<file path="src/uv_pkg.sv">
/*
 * Shared constants and types of the definite-time undervoltage detector:
 * register map, field positions, reset values, setting ranges and timing.
 * Assumes magnitudes arrive in units of 0.1 % of nominal voltage.
 */
package uv_pkg;

    // ==========================================================
    // Register map (byte addresses)
    localparam logic [7:0] OFS_CTRL = 8'h00;
    localparam logic [7:0] OFS_LEVELS = 8'h04;
    localparam logic [7:0] OFS_DELAY = 8'h08;
    localparam logic [7:0] OFS_STATUS = 8'h0c;
    localparam logic [7:0] OFS_IRQ_STAT = 8'h10;
    localparam logic [7:0] OFS_IRQ_MASK = 8'h14;

    // ==========================================================
    // Field positions
    localparam int CTRL_OPSEL_LSB = 0;
    localparam int CTRL_START_ONLY_BIT = 2;
    localparam int CTRL_LINE_TO_LINE_BIT = 3;
    localparam int LEVELS_START_LSB = 0;
    localparam int LEVELS_BLOCK_LSB = 8;
    localparam int LEVELS_HYST_LSB = 16;
    localparam int IRQ_START_BIT = 0;
    localparam int IRQ_TRIP_BIT = 1;

    // ==========================================================
    // Setting ranges and reset values
    localparam logic [7:0] START_PCT_MIN = 8'h1e;
    localparam logic [7:0] START_PCT_MAX = 8'h82;
    localparam logic [7:0] START_PCT_RST = 8'h5a;
    localparam logic [7:0] BLOCK_PCT_MAX = 8'h14;
    localparam logic [7:0] BLOCK_PCT_RST = 8'h0a;
    localparam logic [7:0] HYST_PCT_MIN = 8'h01;
    localparam logic [7:0] HYST_PCT_MAX = 8'h0a;
    localparam logic [7:0] HYST_PCT_RST = 8'h05;
    localparam logic [15:0] DELAY_MS_MIN = 16'h0032;
    localparam logic [15:0] DELAY_MS_MAX = 16'hea60;
    localparam logic [15:0] DELAY_MS_RST = 16'h0064;
    localparam logic START_ONLY_RST = 1'b0;
    localparam logic LINE_TO_LINE_RST = 1'b1;

    // ==========================================================
    // Timing
    localparam int CLK_HZ = 100000000;
    localparam int MS_PER_S = 1000;
    localparam int CYCLES_PER_MS = CLK_HZ / MS_PER_S;

    // ==========================================================
    // Types
    typedef enum logic [1:0] {
        OP_OFF = 2'b00,
        OP_ONE_OF_THREE = 2'b01,
        OP_TWO_OF_THREE = 2'b10,
        OP_ALL = 2'b11
    } operation_select_t;

    typedef struct packed {
        logic [15:0] phase_c_magnitude;
        logic [15:0] phase_b_magnitude;
        logic [15:0] phase_a_magnitude;
    } magnitudes_t;

    typedef struct packed {
        logic phase_c_started;
        logic phase_b_started;
        logic phase_a_started;
    } started_t;

    typedef struct packed {
        logic [7:0] start_threshold_pct;
        logic [7:0] block_threshold_pct;
        logic [7:0] dropoff_hysteresis_pct;
    } levels_t;

endpackage

</file>
<file path="src/uv_phase_detect.sv">
/*
 * One phase's start detector with drop-off hysteresis.
 * Assumes the magnitude is synchronous to the clock and in 0.1 % units.
 */
`timescale 1ns/1ps
module uv_phase_detect (
    // Clock and reset
    input wire logic CLK_IN,
    input wire logic RST_IN,
    // Settings and measurement
    input wire logic enable_in,
    input wire logic [15:0] magnitude_in,
    input wire uv_pkg::levels_t levels_in,
    // Result
    output logic started_out
);
    import uv_pkg::*;

    wire [19:0] mag_x10 = {4'h0, magnitude_in} * 20'h0000a;
    wire [19:0] start_lvl = {12'h000, levels_in.start_threshold_pct} * 20'h00064;
    wire [19:0] block_lvl = {12'h000, levels_in.block_threshold_pct} * 20'h00064;
    wire [19:0] drop_lvl = {12'h000, levels_in.start_threshold_pct} *
                           ({12'h000, levels_in.dropoff_hysteresis_pct} + 20'h00064);
    // Both sides are scaled to 0.01 % so no division is needed.
    wire above_block = mag_x10 > block_lvl;
    wire below_start = mag_x10 < start_lvl;
    wire below_drop = mag_x10 <= drop_lvl;
    wire next_started = enable_in & above_block & (started_out ? below_drop : below_start);

    always_ff @(posedge CLK_IN or posedge RST_IN) begin
        if (RST_IN) begin
            started_out <= 1'b0;
        end else begin
            started_out <= next_started;
        end
    end
endmodule

</file>
<file path="src/undervoltage_function.sv">
/*
 * Three-phase definite-time undervoltage detector with an APB register file,
 * sticky interrupt status and a millisecond trip timer.
 * Assumes magnitudes and the block input come from logic on CLK_IN.
 */
// Local design decisions: the APB interface to the registers and the register offsets.
// Contract
// - A phase starts while its magnitude is below the start level and above the blocking level.
// - The general start output is high whenever any phase meets its start condition.
// - Trip is issued only after the full delay with the condition held, and never in start-only mode.
// - The operation selector offers off, one of three, two of three and all, and resets to off.
// - The start level is a percentage from 30 to 130 in steps of 1, default 90.
// - The blocking level is a percentage from 0 to 20, default 10, and suppresses start below it.
// - The start-only option defaults to 0, which lets trips be generated.
// - The trip delay is set in milliseconds from 50 to 60000, default 100.
// - Operating time equals the delay setting regardless of how deep the voltage has fallen.
// - In phase-to-phase use the three flags stand for the pairs 12, 23 and 31.
// - Per-phase trips stay internal and only the combined trip leaves the block.
// - Phase-to-phase magnitudes are evaluated by default.
// - General start is the OR of starts; combined trip is the OR of trips gated by not blocked and not start-only.
`timescale 1ns/1ps
module undervoltage_function #(
    parameter int CYCLES_PER_MS_P = uv_pkg::CYCLES_PER_MS
) (
    // Clock and reset
    input wire logic CLK_IN,
    input wire logic RST_IN,
    // APB slave
    input wire logic PSEL_IN,
    input wire logic PENABLE_IN,
    input wire logic PWRITE_IN,
    input wire logic [7:0] PADDR_IN,
    input wire logic [31:0] PWDATA_IN,
    output logic [31:0] PRDATA_OUT,
    output logic PREADY_OUT,
    output logic PSLVERR_OUT,
    // Measurements from the Fourier stage
    input wire uv_pkg::magnitudes_t PHASE_MAG_IN,
    input wire uv_pkg::magnitudes_t LINE_MAG_IN,
    input wire logic FUNCTION_BLOCK_IN,
    // Protection outputs
    output uv_pkg::started_t PHASE_STARTED_OUT,
    output logic ANY_PHASE_STARTED_OUT,
    output logic COMBINED_TRIP_OUT,
    output logic IRQ_OUT
);
    import uv_pkg::*;

    // ==========================================================
    // Settings and interrupt registers
    operation_select_t operation_select;
    logic start_only_option;
    logic line_to_line;
    levels_t levels;
    logic [15:0] trip_delay_ms;
    logic [1:0] irq_stat;
    logic [1:0] irq_mask;

    // ==========================================================
    // APB decode
    wire apb_access = PSEL_IN & PENABLE_IN & PREADY_OUT;
    wire apb_wr = apb_access & PWRITE_IN;
    wire hit_ctrl = PADDR_IN == OFS_CTRL;
    wire hit_levels = PADDR_IN == OFS_LEVELS;
    wire hit_delay = PADDR_IN == OFS_DELAY;
    wire hit_status = PADDR_IN == OFS_STATUS;
    wire hit_istat = PADDR_IN == OFS_IRQ_STAT;
    wire hit_imask = PADDR_IN == OFS_IRQ_MASK;
    wire mapped = hit_ctrl | hit_levels | hit_delay | hit_status | hit_istat | hit_imask;

    wire [7:0] wr_start = PWDATA_IN[LEVELS_START_LSB +: 8];
    wire [7:0] wr_block = PWDATA_IN[LEVELS_BLOCK_LSB +: 8];
    wire [7:0] wr_hyst = PWDATA_IN[LEVELS_HYST_LSB +: 8];
    wire [15:0] wr_delay = PWDATA_IN[15:0];
    // Out-of-range settings are refused whole so the detector never runs on a half-valid set.
    wire levels_ok = wr_start >= START_PCT_MIN && wr_start <= START_PCT_MAX &&
                     wr_block <= BLOCK_PCT_MAX &&
                     wr_hyst >= HYST_PCT_MIN && wr_hyst <= HYST_PCT_MAX;
    wire delay_ok = wr_delay >= DELAY_MS_MIN && wr_delay <= DELAY_MS_MAX;
    wire bad_value = (hit_levels & ~levels_ok) | (hit_delay & ~delay_ok);
    wire next_slverr = ~mapped | (PWRITE_IN & (bad_value | hit_status));

    // ==========================================================
    // Detection
    started_t started;
    logic timer_done;
    logic [31:0] pre_count;
    logic [15:0] ms_count;
    wire enabled = operation_select != OP_OFF && !FUNCTION_BLOCK_IN;
    wire magnitudes_t mags = line_to_line ? LINE_MAG_IN : PHASE_MAG_IN;

    uv_phase_detect phase_a_det (
        .CLK_IN(CLK_IN),
        .RST_IN(RST_IN),
        .enable_in(enabled),
        .magnitude_in(mags.phase_a_magnitude),
        .levels_in(levels),
        .started_out(started.phase_a_started)
    );
    uv_phase_detect phase_b_det (
        .CLK_IN(CLK_IN),
        .RST_IN(RST_IN),
        .enable_in(enabled),
        .magnitude_in(mags.phase_b_magnitude),
        .levels_in(levels),
        .started_out(started.phase_b_started)
    );
    uv_phase_detect phase_c_det (
        .CLK_IN(CLK_IN),
        .RST_IN(RST_IN),
        .enable_in(enabled),
        .magnitude_in(mags.phase_c_magnitude),
        .levels_in(levels),
        .started_out(started.phase_c_started)
    );

    wire [1:0] n_started = {1'b0, started.phase_a_started} + {1'b0, started.phase_b_started} +
                           {1'b0, started.phase_c_started};
    wire any_started = |started;
    wire qualified = enabled && ((operation_select == OP_ONE_OF_THREE && n_started >= 2'd1) ||
                                 (operation_select == OP_TWO_OF_THREE && n_started >= 2'd2) ||
                                 (operation_select == OP_ALL && n_started == 2'd3));
    // Per-phase trips exist only here; they are never brought to a port.
    wire [2:0] phase_trip = started & {3{timer_done & qualified}};
    wire next_trip = (|phase_trip) & !FUNCTION_BLOCK_IN & !start_only_option;

    wire ms_tick = pre_count == CYCLES_PER_MS_P - 1;
    wire next_done = ms_tick && (ms_count + 16'h0001 >= trip_delay_ms);
    // The timer depends only on the delay setting, so depth of the dip has no effect.
    always_ff @(posedge CLK_IN or posedge RST_IN) begin
        if (RST_IN) begin
            pre_count <= 32'h0;
            ms_count <= 16'h0;
            timer_done <= 1'b0;
        end else if (!qualified) begin
            pre_count <= 32'h0;
            ms_count <= 16'h0;
            timer_done <= 1'b0;
        end else if (!timer_done) begin
            pre_count <= ms_tick ? 32'h0 : pre_count + 32'h1;
            ms_count <= ms_tick ? ms_count + 16'h0001 : ms_count;
            timer_done <= next_done;
        end
    end

    // ==========================================================
    // Interrupt events: a new set wins over a clear in the same cycle
    wire start_rise = any_started & ~ANY_PHASE_STARTED_OUT;
    wire trip_rise = next_trip & ~COMBINED_TRIP_OUT;
    wire [1:0] events = {trip_rise, start_rise};
    wire [1:0] w1c = (apb_wr & hit_istat) ? PWDATA_IN[1:0] : 2'b00;
    wire [1:0] next_irq_stat = (irq_stat & ~w1c) | events;

    // ==========================================================
    // Read mux
    wire [31:0] rd_ctrl = {28'h0, line_to_line, start_only_option, operation_select};
    wire [31:0] rd_levels = {8'h00, levels.dropoff_hysteresis_pct, levels.block_threshold_pct,
                             levels.start_threshold_pct};
    wire [31:0] rd_status = {26'h0, qualified, COMBINED_TRIP_OUT, ANY_PHASE_STARTED_OUT, started};
    wire [31:0] next_rdata = hit_ctrl ? rd_ctrl :
                             hit_levels ? rd_levels :
                             hit_delay ? {16'h0, trip_delay_ms} :
                             hit_status ? rd_status :
                             hit_istat ? {30'h0, irq_stat} :
                             hit_imask ? {30'h0, irq_mask} : 32'h0;
    wire setup_done = PSEL_IN & PENABLE_IN & ~PREADY_OUT;

    always_ff @(posedge CLK_IN or posedge RST_IN) begin
        if (RST_IN) begin
            PREADY_OUT <= 1'b0;
            PSLVERR_OUT <= 1'b0;
            PRDATA_OUT <= 32'h0;
        end else begin
            PREADY_OUT <= setup_done;
            PSLVERR_OUT <= setup_done & next_slverr;
            PRDATA_OUT <= (setup_done & ~PWRITE_IN) ? next_rdata : 32'h0;
        end
    end

    always_ff @(posedge CLK_IN or posedge RST_IN) begin
        if (RST_IN) begin
            operation_select <= OP_OFF;
            start_only_option <= START_ONLY_RST;
            line_to_line <= LINE_TO_LINE_RST;
        end else if (apb_wr && hit_ctrl) begin
            operation_select <= operation_select_t'(PWDATA_IN[CTRL_OPSEL_LSB +: 2]);
            start_only_option <= PWDATA_IN[CTRL_START_ONLY_BIT];
            line_to_line <= PWDATA_IN[CTRL_LINE_TO_LINE_BIT];
        end
    end

    always_ff @(posedge CLK_IN or posedge RST_IN) begin
        if (RST_IN) begin
            levels <= '{START_PCT_RST, BLOCK_PCT_RST, HYST_PCT_RST};
            trip_delay_ms <= DELAY_MS_RST;
        end else begin
            if (apb_wr && hit_levels && levels_ok) begin
                levels <= '{wr_start, wr_block, wr_hyst};
            end
            if (apb_wr && hit_delay && delay_ok) begin
                trip_delay_ms <= wr_delay;
            end
        end
    end

    always_ff @(posedge CLK_IN or posedge RST_IN) begin
        if (RST_IN) begin
            irq_stat <= 2'b00;
            irq_mask <= 2'b00;
            IRQ_OUT <= 1'b0;
        end else begin
            irq_stat <= next_irq_stat;
            irq_mask <= (apb_wr && hit_imask) ? PWDATA_IN[1:0] : irq_mask;
            IRQ_OUT <= |(next_irq_stat & irq_mask);
        end
    end

    // ==========================================================
    // Outputs
    always_ff @(posedge CLK_IN or posedge RST_IN) begin
        if (RST_IN) begin
            PHASE_STARTED_OUT <= '0;
            ANY_PHASE_STARTED_OUT <= 1'b0;
            COMBINED_TRIP_OUT <= 1'b0;
        end else begin
            PHASE_STARTED_OUT <= started & {3{enabled}};
            ANY_PHASE_STARTED_OUT <= any_started & enabled;
            COMBINED_TRIP_OUT <= next_trip;
        end
    end
endmodule

</file>
<file path="config.mk">
export PLATFORM = sky130hd
export DESIGN_NAME = undervoltage_function
export DESIGN_NICKNAME = d
export VERILOG_FILES = /design/src/uv_pkg.sv /design/src/uv_phase_detect.sv /design/src/undervoltage_function.sv
export SDC_FILE = /design/constraint.sdc
export NUM_CORES = 1
export LEC_CHECK = 0
export ABC_AREA = 0
export CAP_MARGIN = 20
export CORE_ASPECT_RATIO = 0.5
export CORE_UTILIZATION = 65
export CTS_BUF_LIST = sky130_fd_sc_hd__clkbuf_4
export DETAILED_ROUTE_END_ITERATION = 7
export DONT_BUFFER_PORTS = 1
export GPL_TIMING_DRIVEN = 0
export PLACE_DENSITY = 0.83
export SETUP_SLACK_MARGIN = 0.5
export SKIP_CTS_REPAIR_TIMING = 1
export SLEW_MARGIN = 10
export SYNTH_ARGS = -nofsm -noshare
export SYNTH_HDL_FRONTEND = slang
export SYNTH_SLANG_ARGS = --single-unit
</file>
<file path="constraint.sdc">
create_clock -name CLK_IN -period 11.95 [get_ports CLK_IN]
set_input_delay 0 -clock CLK_IN [delete_from_list [all_inputs] [get_ports CLK_IN]]
set_output_delay 0 -clock CLK_IN [all_outputs]
set_load 0.03 [all_outputs]
</file>
# Word level (Yosys, flattened, before mapping)
# Cells that the tools add are included.
word_totals:
  ff_bits: 132
  out_inout_bits: 40
  input_bits: 142
classes:
  bitwise_logic: 43
  order_cmp: 19
  add_sub_neg: 5
  n_mul: 6
  n_eq_ne: 12
  mux: 20
  n_reduce_logical: 27
ops:
  columns: ["operator", "n"]
  rows:
  - ["32-bit two-way mux", 3]
  - ["24-bit two-way mux", 3]
  - ["16-bit two-way mux", 4]
  - ["20-bit by 15-bit > comparator with 1-bit output", 3]
  - ["20-bit <= comparator", 3]
  - ["20-bit by 15-bit < comparator with 1-bit output", 3]
  - ["16-bit by 3-bit multiplier with 19-bit output (second input constant)", 3]
  - ["48-bit two-way mux", 1]
  - ["32-bit by 1-bit adder with 32-bit output (second input constant)", 1]
  - ["32-bit by 17-bit equality test with 1-bit output (second input constant)", 1]
  - ["8-bit by 5-bit multiplier with 13-bit output (second input constant)", 2]
  - ["1-bit AND", 22]
  - ["8-bit by 20-bit multiplier with 20-bit output", 1]
  - ["1-bit logical AND", 17]
  - ["16-bit by 1-bit adder with 16-bit output (second input constant)", 1]
  - ["8-bit by 4-bit equality test with 1-bit output (second input constant)", 2]
  - ["8-bit by 5-bit equality test with 1-bit output (second input constant)", 2]
  - ["16-bit >= comparator", 1]
  - ["16-bit by 6-bit >= comparator with 1-bit output (second input constant)", 1]
  - ["16-bit <= comparator (second input constant)", 1]
  - ["8-bit by 7-bit adder with 9-bit output (second input constant)", 1]
  - ["8-bit by 3-bit equality test with 1-bit output (second input constant)", 1]
  - ["8-bit by 1-bit >= comparator with 1-bit output (second input constant)", 1]
  - ["8-bit by 5-bit >= comparator with 1-bit output (second input constant)", 1]
  - ["other kinds (27)", 53]

# Longest topological paths before layout
# Gate-level depths: netlist of run 1.
depth:
  word_depth: 16
  ltp_mapped: 30
  depth_no_buf: 30

# By module
# Synthesis of run 1 repeated with hierarchy kept, for this count alone.
hier_totals:
  hier_cells: 2640
  hier_area_um2: 23902.9
by_module_without_submodules:
  columns: ["module", "instances", "area_each_um2", "cells_per_inst", "seq_area_each_um2"]
  rows:
  - ["undervoltage_function", 1, 7439.6, 727, 3243.1]
  - ["uv_phase_detect (phase_b_det)", 1, 5517.8, 646, 25.0]
  - ["uv_phase_detect (phase_a_det)", 1, 5495.3, 630, 25.0]
  - ["uv_phase_detect (phase_c_det)", 1, 5450.2, 637, 25.0]

# Worst setup path after synthesis of run 1
# No wires, ideal clock.
synth_path:
  path_type: "reg2reg"
  start: "reg levels[2] (netlist name)"
  end: "reg phase_b_det.started_out"
  path_slack_ns: 5.534
  required_ns: 11.832
  arrival_ns: 6.298
  stages_incl_launch_ff: 30
  period_less_slack_ns: 6.416
  path_buffers: 0
  cell_sequence: "dfstp_2 > ha_1 > a21oi_1 > xnor2_1 > nand2b_1 > fa_1 > inv_1 > fa_1 > fa_1 > inv_1 > fa_1 > inv_1 > ha_1 > a21oi_1 > o21bai_1 > a41o_1 > o41ai_1 > o21bai_1 > a21oi_1 > xor2_1 > ha_1 > nand4_1 > inv_1 > nand3_1 > a21o_1 > a221o_1 > o311ai_0 > o41ai_1 > nand4_1 > nand2_1"
synth_between:
  elab_chain_len: 5
synth_rtl:
  columns: ["element", "line_no", "source"]
  rows:
  - ["from (decl)", "undervoltage_function.sv:54", "levels_t levels;"]
  - ["from (signal assigned)", "undervoltage_function.sv:194", "levels <= '{START_PCT_RST, BLOCK_PCT_RST, HYST_PCT_RST};"]
  - ["from (signal assigned)", "undervoltage_function.sv:198", "levels <= '{wr_start, wr_block, wr_hyst};"]
  - ["8-bit by 7-bit adder with 9-bit output", "uv_phase_detect.sv:23", "({12'h000, levels_in.dropoff_hysteresis_pct} + 20'h00064);"]
  - ["8-bit by 20-bit multiplier with 20-bit output", "uv_phase_detect.sv:22", "wire [19:0] drop_lvl = {12'h000, levels_in.start_threshold_pct} *"]
  - ["20-bit <= comparator", "uv_phase_detect.sv:27", "wire below_drop = mag_x10 <= drop_lvl;"]
  - ["1-bit two-way mux", "uv_phase_detect.sv:28", "wire next_started = enable_in & above_block & (started_out ? below_drop : below_start);"]
  - ["1-bit AND", "uv_phase_detect.sv:28", null]
  - ["named net phase_b_det.next_started", "uv_phase_detect.sv:28", null]
  - ["to (signal assigned)", "uv_phase_detect.sv:34", "started_out <= next_started;"]
  - ["to (decl)", "uv_phase_detect.sv:15", "output logic started_out"]
# The timed path passes the listed nets, and every way through them passes these cells.
# A chain may end at the register's enable or synchronous reset.

# Worst setup path after layout of run 1
# Same ends and word-level chain as after synthesis.

==> results of run 1 <==
-- through the flow --
stage	instance area (um^2)	total power, W
final	17400	0.00121
after global routing	17400	0.00129
after CTS	16800	0.00119
after detailed placement	16500	0.000858
after global placement	16500	0.000846
after floorplan	16100	0.000776
-- synth_stat cells, types with 11 or more instances --
cell	number	area (um^2)
o21ai_0	54	270
o21a_1	12	90.1
a21o_1	39	293
mux2_2	64	721
nand2b_1	19	119
ha_1	327	4090
a21oi_1	90	450
dfstp_2	12	315
xnor2_1	54	473
inv_1	156	586
nand3_1	40	200
a211oi_1	12	90.1
nor4_1	11	68.8
nor2_1	132	495
o21ai_1	18	90.1
nand4_1	33	206
nor3_1	31	155
clkbuf_1	29	109
fa_1	52	1040
xor2_1	71	622
and2_1	70	438
dfrtp_1	120	3000
o21bai_1	15	113
a22oi_1	12	90.1
nor2b_1	30	188
nand2_1	102	383
and3_1	16	100
-- sequential cells by signal (all words and copies together), names as in the netlist, 2 cells and up --
register / count
ms_count: 16
irq_stat: 2
operation_select: 2
trip_delay_ms: 16
levels: 24
PHASE_STARTED_OUT: 3
pre_count: 32
irq_mask: 2
PRDATA_OUT: 24
-- final timing paths --
path                                                     end  slack (ns)  cells after the start                   from
hold reg to reg                        irq_stat[1]$_DFF_PP0_        0.55                      1  irq_stat[1]$_DFF_PP0_
min in group asynchronous            PRDATA_OUT[2]$_DFF_PP0_        0.05                      2                 RST_IN
hold / removal                       PRDATA_OUT[2]$_DFF_PP0_       -0.03                      3            PADDR_IN[4]
max in group asynchronous           line_to_line$_DFFE_PP1P_       11.11                      3                 RST_IN
setup / recovery           phase_b_det.started_out$_DFF_PP0_        4.23                     29  levels[2]$_DFFE_PP1P_
setup reg to reg           phase_b_det.started_out$_DFF_PP0_        4.23                     29  levels[2]$_DFFE_PP1P_
-- power by group through the flow --
stage / Combinational, W / Clock (W) / Sequential, W
final: 0.000425 / 0.000338 / 0.000449
after detailed placement: 0.000400 / 0 / 0.000458
after CTS: 0.000405 / 0.000332 / 0.000449
after floorplan: 0.000319 / 0 / 0.000457
after global placement: 0.000388 / 0 / 0.000458
after global routing: 0.000481 / 0.000358 / 0.000450
-- area by class of cell --
cell class,count,area [um^2]
clock buffers,18,135
inverters,157,594
multi-input cells,1440,12000
well taps,336,420
fillers,1864,6710
diodes,3,7.51
repair buffers,57,588
plain buffers,42,199
flip-flops and latches,132,3320
clock inverters,14,161
-- cell families (layout without fill, tap and decap cells) --
kind of cell,Yosys count,after routing,synth area share [%]
AOI/OAI and AO/OA,337,337,14.0
xor gates and xnor gates,127,127,7.02
adders and majority gates,380,380,32.0
buffers and inverters,199,288,4.91
DFF,132,132,20.7
muxes,75,75,5.18
other,1,11,0.0233
and+or+nand+nor,513,513,16.2
-- cell usage in the layout (no fill, tap or decap), types with 5 or more instances in the layout --
cell type / netlist / final
a2111oi_0: 7 / 7
a211oi_1: 12 / 12
a21o_1: 39 / 39
a21oi_1: 90 / 90
a22oi_1: 12 / 12
a31oi_1: 6 / 6
and2_1: 70 / 70
and3_1: 16 / 16
buf_4: 10 / 10
clkbuf_1: 29 / 29
clkbuf_4: 0 / 18
conb_1: 1 / 8
dfrtp_1: 120 / 120
dfstp_2: 12 / 12
dlygate4sd3_1: 0 / 56
fa_1: 52 / 52
ha_1: 327 / 327
inv_1: 156 / 155
mux2_2: 64 / 64
mux2i_1: 10 / 10
nand2_1: 102 / 102
nand2b_1: 19 / 19
nand3_1: 40 / 40
nand4_1: 33 / 33
nor2_1: 132 / 132
nor2b_1: 30 / 30
nor3_1: 31 / 31
nor4_1: 11 / 11
o2111ai_1: 8 / 8
o211ai_1: 6 / 6
o21a_1: 12 / 12
o21ai_0: 54 / 54
o21ai_1: 18 / 18
o21bai_1: 15 / 15
o31ai_1: 5 / 5
or3_1: 5 / 5
xnor2_1: 54 / 54
xor2_1: 71 / 71
-- worst reg2reg max path, delay by kind of cell, from the launching register on --
kind,cells,cell delay (ns)
AO/OA/AOI/OAI,11,3.10
adder cells (fa/ha/maj),7,2.78
AND/OR/NAND/NOR,8,0.97
flip-flops,1,0.57
buffers and inverters,3,0.18
-- metal layers --
metal	vias to the layer above	wire length, um
met5	-	17
met4	2	1420
met3	127	3560
met2	615	19100
met1	6477	18600
li1	6425	-
==> out/metrics.yaml, run 1 <==
run_status:
  status: "finished with violations"
  violations: "hold timing"
critical_path:
  cp-start-kind: "flop"
  crit_path_end_kind: "flop"
  worstPathRequired_ns: 12.45
  cpPeakStageDelay_ns: 0.83
  critPathArrivalTime_ns: 8.22
  path_buf_inv: 3
  critical-path-top-delay-family: "compound AO/OA/AOI/OAI gates"
  critPathKind: "flop to flop"
  worstPathMaxFanout: 8
  cp_common_cell: "fa_1"
  cp_slowest_cell: "a21boi_0"
global_routing:
  grt_overflow: 0
  grt_usage_pct: 32.5
  antenna_found_initial: 5
  grt_pass1_vias: 12641
  grtUsageMet2_pct: 53.1
  gr-usage-met1_pct: 44.3
  grt.met3_usage_pct: 6.36
  grt_start_max_net_pins: 80
  grt_pass1_wl_um: 65100
  grt-busiest-layer: "met2"
clock_network:
  clkSinkCount: 132
  htreeDepth: 4
  cts_max_path_buffers: 2
  path_clk_slew_ns: 0.16
  root_buffer: "clkbuf_4"
  cts_tree: "yes"
  worstSkewPairLatency_ns: 0.61
  cts_buffers: 17
timing:
  worst_pin_slew_ns: 1.03
  timing.slew.headroom_pct: 30.4
  setup_viol: 0
  post-route-min-period_ns: 7.72
  fin_skew_ns: 0.0434
  holdWs_ns: -0.0270
  rsz0062_at_grt: "false"
  fmax_mhz: 130
  finalHoldViolCount: 1
  report.final.slew_viol_count: 0
  fin_crit_sh_pct: 64.6
  finalWorstSetupSlack_ns: 4.23
  fin_tns_setup_ns: 0
pwr:
  sequentialPowerShare_pct: 37.1
  pwr-share-clk_pct: 27.9
  intPower_w: 0.000777
  power_density_mw_per_mm2: 69.6
  leakage_nw: 8.49
  ir_worst_vdd_mv: 0.0679
  p_sw_share_pct: 35.9
  p_comb_share_pct: 35.1
  p_switching_w: 0.000436
finish:
  finish.utilization_pct: 72.2
  drive_gt1_share_pct: 7.74
  final-instance-count-excl-fill: 2199
  area_delta_synth_final_pct: 8.36
  layout.nets: 2368
place:
  dp_worst_setup_slack_ns: 4.44
  dp_cells: 2108
  portBuffers: 0
  place.gp.congestion: 0.984
  post-dp-hpwl_um: 32900
synthesis:
  synth_area_mm2: 0.0161
  seq_area_frac_synth_pct: 20.7
  synth-edff-count: 0
  synth-warning-count: 0
  netlist_instances: 1764
  synth_ff_type: "dfrtp_1"
  async_reset_ff_share_pct: 100
  yosysUniqueCellTypes: 83
  ys_ff_latch: 132
  syn_area_per_cell_um2: 9.11
floorplan:
  placementRows: 40
  die_h_um: 113
  initial_core_util_pct: 66.6
  fp.dieW_um: 224
  io_pins: 182
  coreArea_mm2: 0.0241
  die_area_mm2: 0.0254
drt:
  via_count: 13646
  viasPerCell: 6.21
  route.antenna.remaining_nets: 0
  routedWlPerCell_um: 19.4
  wl_um: 42700
  drc: 0
  firstDrtPassIters: 6
  drtIter0Drc: 1107
flow_run:
  cap_violations: 0
worst_hold_path:
  min_path_type: "input port to flop"
Note: power is estimated with default switching activity, not from simulation.
==> inputs of run 2 (changes only) <==
Clock period 11.95 ns to 7.32 ns, I/O delays scaled along.
==> run 2 against run 1 <==
Net effect:
- the flow still finishes with violations (hold timing)
- sequential share of layout area down 0.50 points
- cell count rose by 1.0%
- worst hold slack improved by 0.023 ns
- largest cell class unchanged
==> out/metrics.yaml, run 2 (synthesis results as in run 1) <==
run_status:
  status: "finished with violations"
  violations: "hold timing"
place:
  place.gp.congestion: 0.984  # unchanged
  post-dp-hpwl_um: 32900  # unchanged
  placed_area_mm2: 0.0165  # unchanged
  portBuffers: 0  # unchanged
timing:
  holdWs_ns: -0.00413  # +0.0229 ns
  fin_crit_sh_pct: 92.7  # +28 points
  rsz0062_at_grt: "true"
  setup_viol: 0  # unchanged
  fin_skew_ns: 0.0584  # +0.0150 ns
  timing.slew.headroom_pct: 44.1  # +14 points
  finalHoldViolCount: 1  # unchanged
  fin_tns_setup_ns: 0  # unchanged
  post-route-min-period_ns: 6.79  # -0.934 ns
  fmax_mhz: 147  # +14%
  worst_pin_slew_ns: 0.836  # -0.199 ns
  report.final.slew_viol_count: 0  # unchanged
drt:
  via_count: 13973  # +2.4%
  wl_um: 45400  # +6.5%
  routedWlPerCell_um: 20.4  # +5.4%
  viasPerCell: 6.29  # +1.3%
  firstDrtPassIters: 6  # unchanged
  drc: 0  # unchanged
  route.antenna.remaining_nets: 0  # unchanged
  drtIter0Drc: 1221  # +10%
floorplan:
  die_h_um: 113  # unchanged
  io_pins: 182  # unchanged
  initial_core_util_pct: 66.6  # unchanged
  die_area_mm2: 0.0254  # unchanged
  coreArea_mm2: 0.0241  # unchanged
  placementRows: 40  # unchanged
  fp.dieW_um: 224  # unchanged
critical_path:
  path_buf_inv: 2  # -1
  critPathArrivalTime_ns: 7.30  # -0.92 ns
  worstPathRequired_ns: 7.84  # -4.61 ns
  critPathKind: "flop to flop"
  worstPathMaxFanout: 5  # -3
  cp-start-kind: "flop"
  critical-path-top-delay-family: "adder cells"
  cp_slowest_cell: "fa_1"
  crit_path_end_kind: "flop"
  cpPeakStageDelay_ns: 0.54  # -0.29 ns
clock_network:
  cts_buffers: 17  # unchanged
  htreeDepth: 4  # unchanged
  clkSinkCount: 132  # unchanged
  worstSkewPairLatency_ns: 0.64  # +0.03 ns
  cts_tree: "yes"
  path_clk_slew_ns: 0.16  # about the same
  cts_max_path_buffers: 2  # unchanged
  root_buffer: "clkbuf_4"
pwr:
  total_power_w: 0.00199  # +64%
  ir_worst_vdd_mv: 0.105  # +55%
  power_density_mw_per_mm2: 111  # +60%
  leakage_nw: 8.66  # +2.0%
flow_run:
  cap_violations: 0  # unchanged
finish:
  layout.nets: 2391  # +0.97%
  area_delta_synth_final_pct: 11.3
  top_register: "pre_count"
  fin_area_mm2: 0.0179  # +2.8%
  largest_registers: "pre_count (32), PRDATA_OUT (24), levels (24)"
  layout_common_cells: "ha_1 (320), inv_1 (151), nor2_1 (132), dfrtp_1 (119), nand2_1 (102)"
  drive_gt1_share_pct: 11.3  # +3.6 points
  layout_commonest_cell: "ha_1"
  largest_reg_flops: 32  # unchanged
global_routing:
  grt_usage_pct: 32.5  # unchanged
  grt_overflow: 0  # unchanged
  grt_pass1_wl_um: 65100  # unchanged
  grt_pass1_vias: 12641  # unchanged
  grt_start_max_net_pins: 80  # unchanged
  antenna_found_initial: 3  # -2
worst_hold_path:
  min_path_type: "input port to flop"
==> run 2: cell count changes in the layout (fill, tap and decap cells not counted), sizes merged <==
cell,before,now
buf,14,38
clkbuf,47,46
==> run 2: worst reg2reg max path: cells and delay by family, from the launching register on <==
family / cells / cell delay (ns)
AOI/OAI and AO/OA: 10 / 1.89
DFF: 1 / 0.49
xor gates and xnor gates: 1 / 0.16
buffers and inverters: 2 / 0.27
adders and majority gates: 7 / 2.78
and+or+nand+nor: 8 / 1.12
==> run 2: worst paths after layout <==
| kind | slack [ns] | from | end | depth (start not counted) |
|---|---|---|---|---|
| setup reg to reg | 0.53 | levels[3]$_DFFE_PP0P_ | phase_b_det.started_out$_DFF_PP0_ | 28 |
| hold / removal | -0.004 | PHASE_MAG_IN[46] | phase_c_det.started_out$_DFF_PP0_ | 5 |
| hold reg to reg | 0.56 | pre_count[1]$_DFFE_PP0P_ | pre_count[1]$_DFFE_PP0P_ | 1 |
| max in group asynchronous | 6.48 | RST_IN | line_to_line$_DFFE_PP1P_ | 3 |
| min in group asynchronous | 0.04 | RST_IN | PRDATA_OUT[2]$_DFF_PP0_ | 2 |
| setup / recovery | 0.53 | levels[3]$_DFFE_PP0P_ | phase_b_det.started_out$_DFF_PP0_ | 28 |
==> run 2: per-stage QoR <==
stage                     setup slack (ns)  util (%)  instances
final                                0.534      74.2       2222
after global placement             -0.0417      68.5       2107
after global routing                 0.225      74.2       2221
after detailed placement            -0.187      68.6       2108
after floorplan                      0.904         -       1771
after CTS                           -0.237      69.8       2140
==> run 2: power by group <==
group | switching [W] | internal [W] | total [W]
Combinational | 0.000397 | 0.000302 | 0.000699
Clock | 0.000321 | 0.000238 | 0.000558
Sequential | 0.00000272 | 0.000731 | 0.000734
Total | 0.000721 | 0.00127 | 0.00199
==> run 2: cell type report <==
cell class,instances,area [um^2]
diodes,3,7.51
plain buffers,42,205
clock buffers,18,135
clock inverters,14,161
fillers,1727,6230
inverters,157,594
multi-input cells,1440,12300
flip-flops and latches,132,3320
well taps,336,420
repair buffers,80,761
==> run 2: per-layer routing <==
metal	vias to the layer above	GRT usage, %	part of all wire (%)
li1	6470	-	-
met1	6548	44.3	42
met2	752	53.1	45
met3	203	6.36	9.2
met4	0	8.66	4.4
met5	-	0	0
==> inputs of run 3 (changes only) <==
Settings changed: CELL_PAD_IN_SITES_DETAIL_PLACEMENT from default to 1, CELL_PAD_IN_SITES_GLOBAL_PLACEMENT from default to 1, CORE_UTILIZATION 65 to 52, PLACE_DENSITY 0.83 to 0.86.
==> run 3 against run 2 <==
Net effect:
- critical endpoint unchanged
- the run still ends with hold timing left
- core utilization down 15 points
- die area grew 25%
- critical path depth stayed put
- first-iteration DRC count is 11% higher
- cell count up 2.6%
- non-clock buffer count shrank 3
==> out/metrics.yaml, run 3 (synthesis results as in run 1) <==
finish:
  largest_registers: "pre_count (32), PRDATA_OUT (24), levels (24)"
  final-instance-count-excl-fill: 2280  # +2.6%
  layout_common_cells: "ha_1 (315), inv_1 (152), nor2_1 (131), dfrtp_1 (120), nand2_1 (101)"
  area_delta_synth_final_pct: 12.4
  n_fill_cell: 3490  # +100%
  layout.nets: 2388  # -0.13%
  finish.utilization_pct: 59.5  # -15 points
  layout_commonest_cell: "ha_1"
  largest_reg_flops: 32  # unchanged
  top_register: "pre_count"
  drive_gt1_share_pct: 12.1  # +0.82 points
critical_path:
  rrSetupSlack_ns: 0.03  # -0.50 ns
  cpPeakStageDelay_ns: 0.65  # +0.11 ns
  worstPathMaxFanout: 5  # unchanged
  worstPathRequired_ns: 7.85  # about the same
  cp_common_cell: "fa_1"
  critPathArrivalTime_ns: 7.81  # +0.51 ns
  crit_path_end_kind: "flop"
  reg2reg_depth: 28  # unchanged
  critPathKind: "flop to flop"
  reg2reg_from: "levels[2]$_DFFE_PP1P_"
  cp-start-kind: "flop"
  cp_slowest_cell: "dfstp_2"
  r2r-end: "phase_b_det.started_out$_DFF_PP0_"
timing:
  report.final.slew_viol_count: 0  # unchanged
  fin_crit_sh_pct: 99.5  # +6.8 points
  worst_pin_slew_ns: 0.916  # +0.0798 ns
  fin_tns_setup_ns: 0  # unchanged
  fmax_mhz: 137  # -6.9%
  holdWs_ns: -0.00665  # -0.00252 ns
  fin_skew_ns: 0.0745  # +0.0160 ns
  post-route-min-period_ns: 7.29  # +0.501 ns
  finalHoldViolCount: 1  # unchanged
  timing.slew.headroom_pct: 38.7  # -5.3 points
  setup_viol: 0  # unchanged
  rsz0062_at_grt: "true"
clock_network:
  worstSkewPairLatency_ns: 0.64  # about the same
  path_clk_slew_ns: 0.21  # +0.05 ns
  root_buffer: "clkbuf_4"
  cts_buffers: 17  # unchanged
  cts_max_path_buffers: 2  # unchanged
  htreeDepth: 4  # unchanged
  clkSinkCount: 132  # unchanged
  cts_tree: "yes"
place:
  portBuffers: 0  # unchanged
  place.gp.congestion: 0.986  # +0.17%
  post-dp-hpwl_um: 39200  # +19%
  dp_cells: 2171  # +3.0%
drt:
  viasPerCell: 6.62  # +5.2%
  route.antenna.remaining_nets: 0  # unchanged
  drc: 0  # unchanged
  drtIter0Drc: 1351  # +11%
  via_count: 15084  # +8.0%
  firstDrtPassIters: 5  # -1
  routedWlPerCell_um: 27.4  # +34%
  wl_um: 62400  # +37%
floorplan:
  fp.dieW_um: 251  # +12%
  io_pins: 182  # unchanged
  die_h_um: 126  # +12%
  coreArea_mm2: 0.0303  # +26%
  placementRows: 45  # +13%
  initial_core_util_pct: 52.9  # -14 points
  die_area_mm2: 0.0317  # +25%
worst_hold_path:
  min_to: "phase_a_det.started_out$_DFF_PP0_"
  min_path_type: "input port to flop"
  hold_depth: 5  # unchanged
  hp-start: "PHASE_MAG_IN[14]"
global_routing:
  grt_pass1_vias: 14355  # +14%
  grt_pass1_wl_um: 77000  # +18%
  antenna_found_initial: 3  # unchanged
  grt_overflow: 0  # unchanged
  grt_start_max_net_pins: 87  # +8.8%
  grt_usage_pct: 30.9  # -1.6 points
pwr:
  leakage_nw: 8.73  # +0.76%
  power_density_mw_per_mm2: 116  # +4.2%
  ir_worst_vdd_mv: 0.0714  # -32%
run_status:
  violations: "hold timing"
  status: "finished with violations"
flow_run:
  cap_violations: 0  # unchanged
run 3: cell types whose count changed in the layout (fill, tap and decap cells not counted), moves of 3 or more:
cell	delta
ha_4	+4
ha_1	-5
buf_4	+3
nand3_1	-3
dlygate4sd3_1	-8
nand3_2	+3
clkinv_2	-3
clkinv_1	+4
run 3: final cells by class:
class | instances | area, um^2 | share of cell area (%)
Antenna cell | 1 | 2.50 | 0.0139
Clock buffer | 17 | 128 | 0.707
Clock inverter | 15 | 164 | 0.908
Tap cell | 399 | 499 | 2.76
Multi-Input combinational cell | 1440 | 12400 | 68.8
Sequential cell | 132 | 3320 | 18.4
Inverter | 157 | 594 | 3.29
Buffer | 42 | 210 | 1.16
Timing Repair Buffer | 77 | 726 | 4.02
run 3: worst max-delay path by stage:
stage | cells after the start | startpoint | endpoint | slack [ns]
detailed placement | 29 | levels[2]$_DFFE_PP1P_ | phase_b_det.started_out$_DFF_PP0_ | -0.50
finish | 28 | levels[2]$_DFFE_PP1P_ | phase_b_det.started_out$_DFF_PP0_ | 0.03
floorplan | 29 | levels[2]$_DFFE_PP1P_ | phase_b_det.started_out$_DFF_PP0_ | 0.90
CTS | 29 | levels[2]$_DFFE_PP1P_ | phase_b_det.started_out$_DFF_PP0_ | -0.60
global route | 30 | levels[2]$_DFFE_PP1P_ | phase_b_det.started_out$_DFF_PP0_ | -0.06
global placement | 29 | levels[2]$_DFFE_PP1P_ | phase_b_det.started_out$_DFF_PP0_ | -0.20
run 3: where the power goes:
part           total [W]  switching (W)  internal, W
logic           0.000779       0.000455     0.000324
registers       0.000734     0.00000279     0.000731
clock network   0.000582       0.000349     0.000233
total            0.00209       0.000807      0.00129
run 3: worst max-delay path: cells and delay by family, from the launching register on:
kind / cells / cell delay, ns
adders and majority gates: 7 / 2.80
DFF: 1 / 0.65
xor gates and xnor gates: 1 / 0.31
AOI/OAI and AO/OA: 11 / 2.32
buffers and inverters: 2 / 0.31
and+or+nand+nor: 7 / 0.76
run 3: per-layer routing:
layer,vias to the layer above,routed length [um],global-route usage (%)
li1,6458,-,-
met1,7471,24800,39.1
met2,845,29100,54.2
met3,306,4960,4.19
met4,4,3490,11.0
met5,-,23,0
run 3: through the flow:
| step | total power, W | cell area [um^2] | hold WS (ns) | setup slack (ns) |
|---|---|---|---|---|
| after global placement | 0.00139 | 16600 | 0.0943 | -0.196 |
| after floorplan | 0.00127 | 16100 | 0.0855 | 0.904 |
| after global routing | 0.00219 | 18100 | 0.0425 | -0.0615 |
| final | 0.00209 | 18100 | -0.00665 | 0.0330 |
| after CTS | 0.00197 | 16900 | -0.595 | -0.604 |
| after detailed placement | 0.00143 | 16600 | 0.0687 | -0.495 |
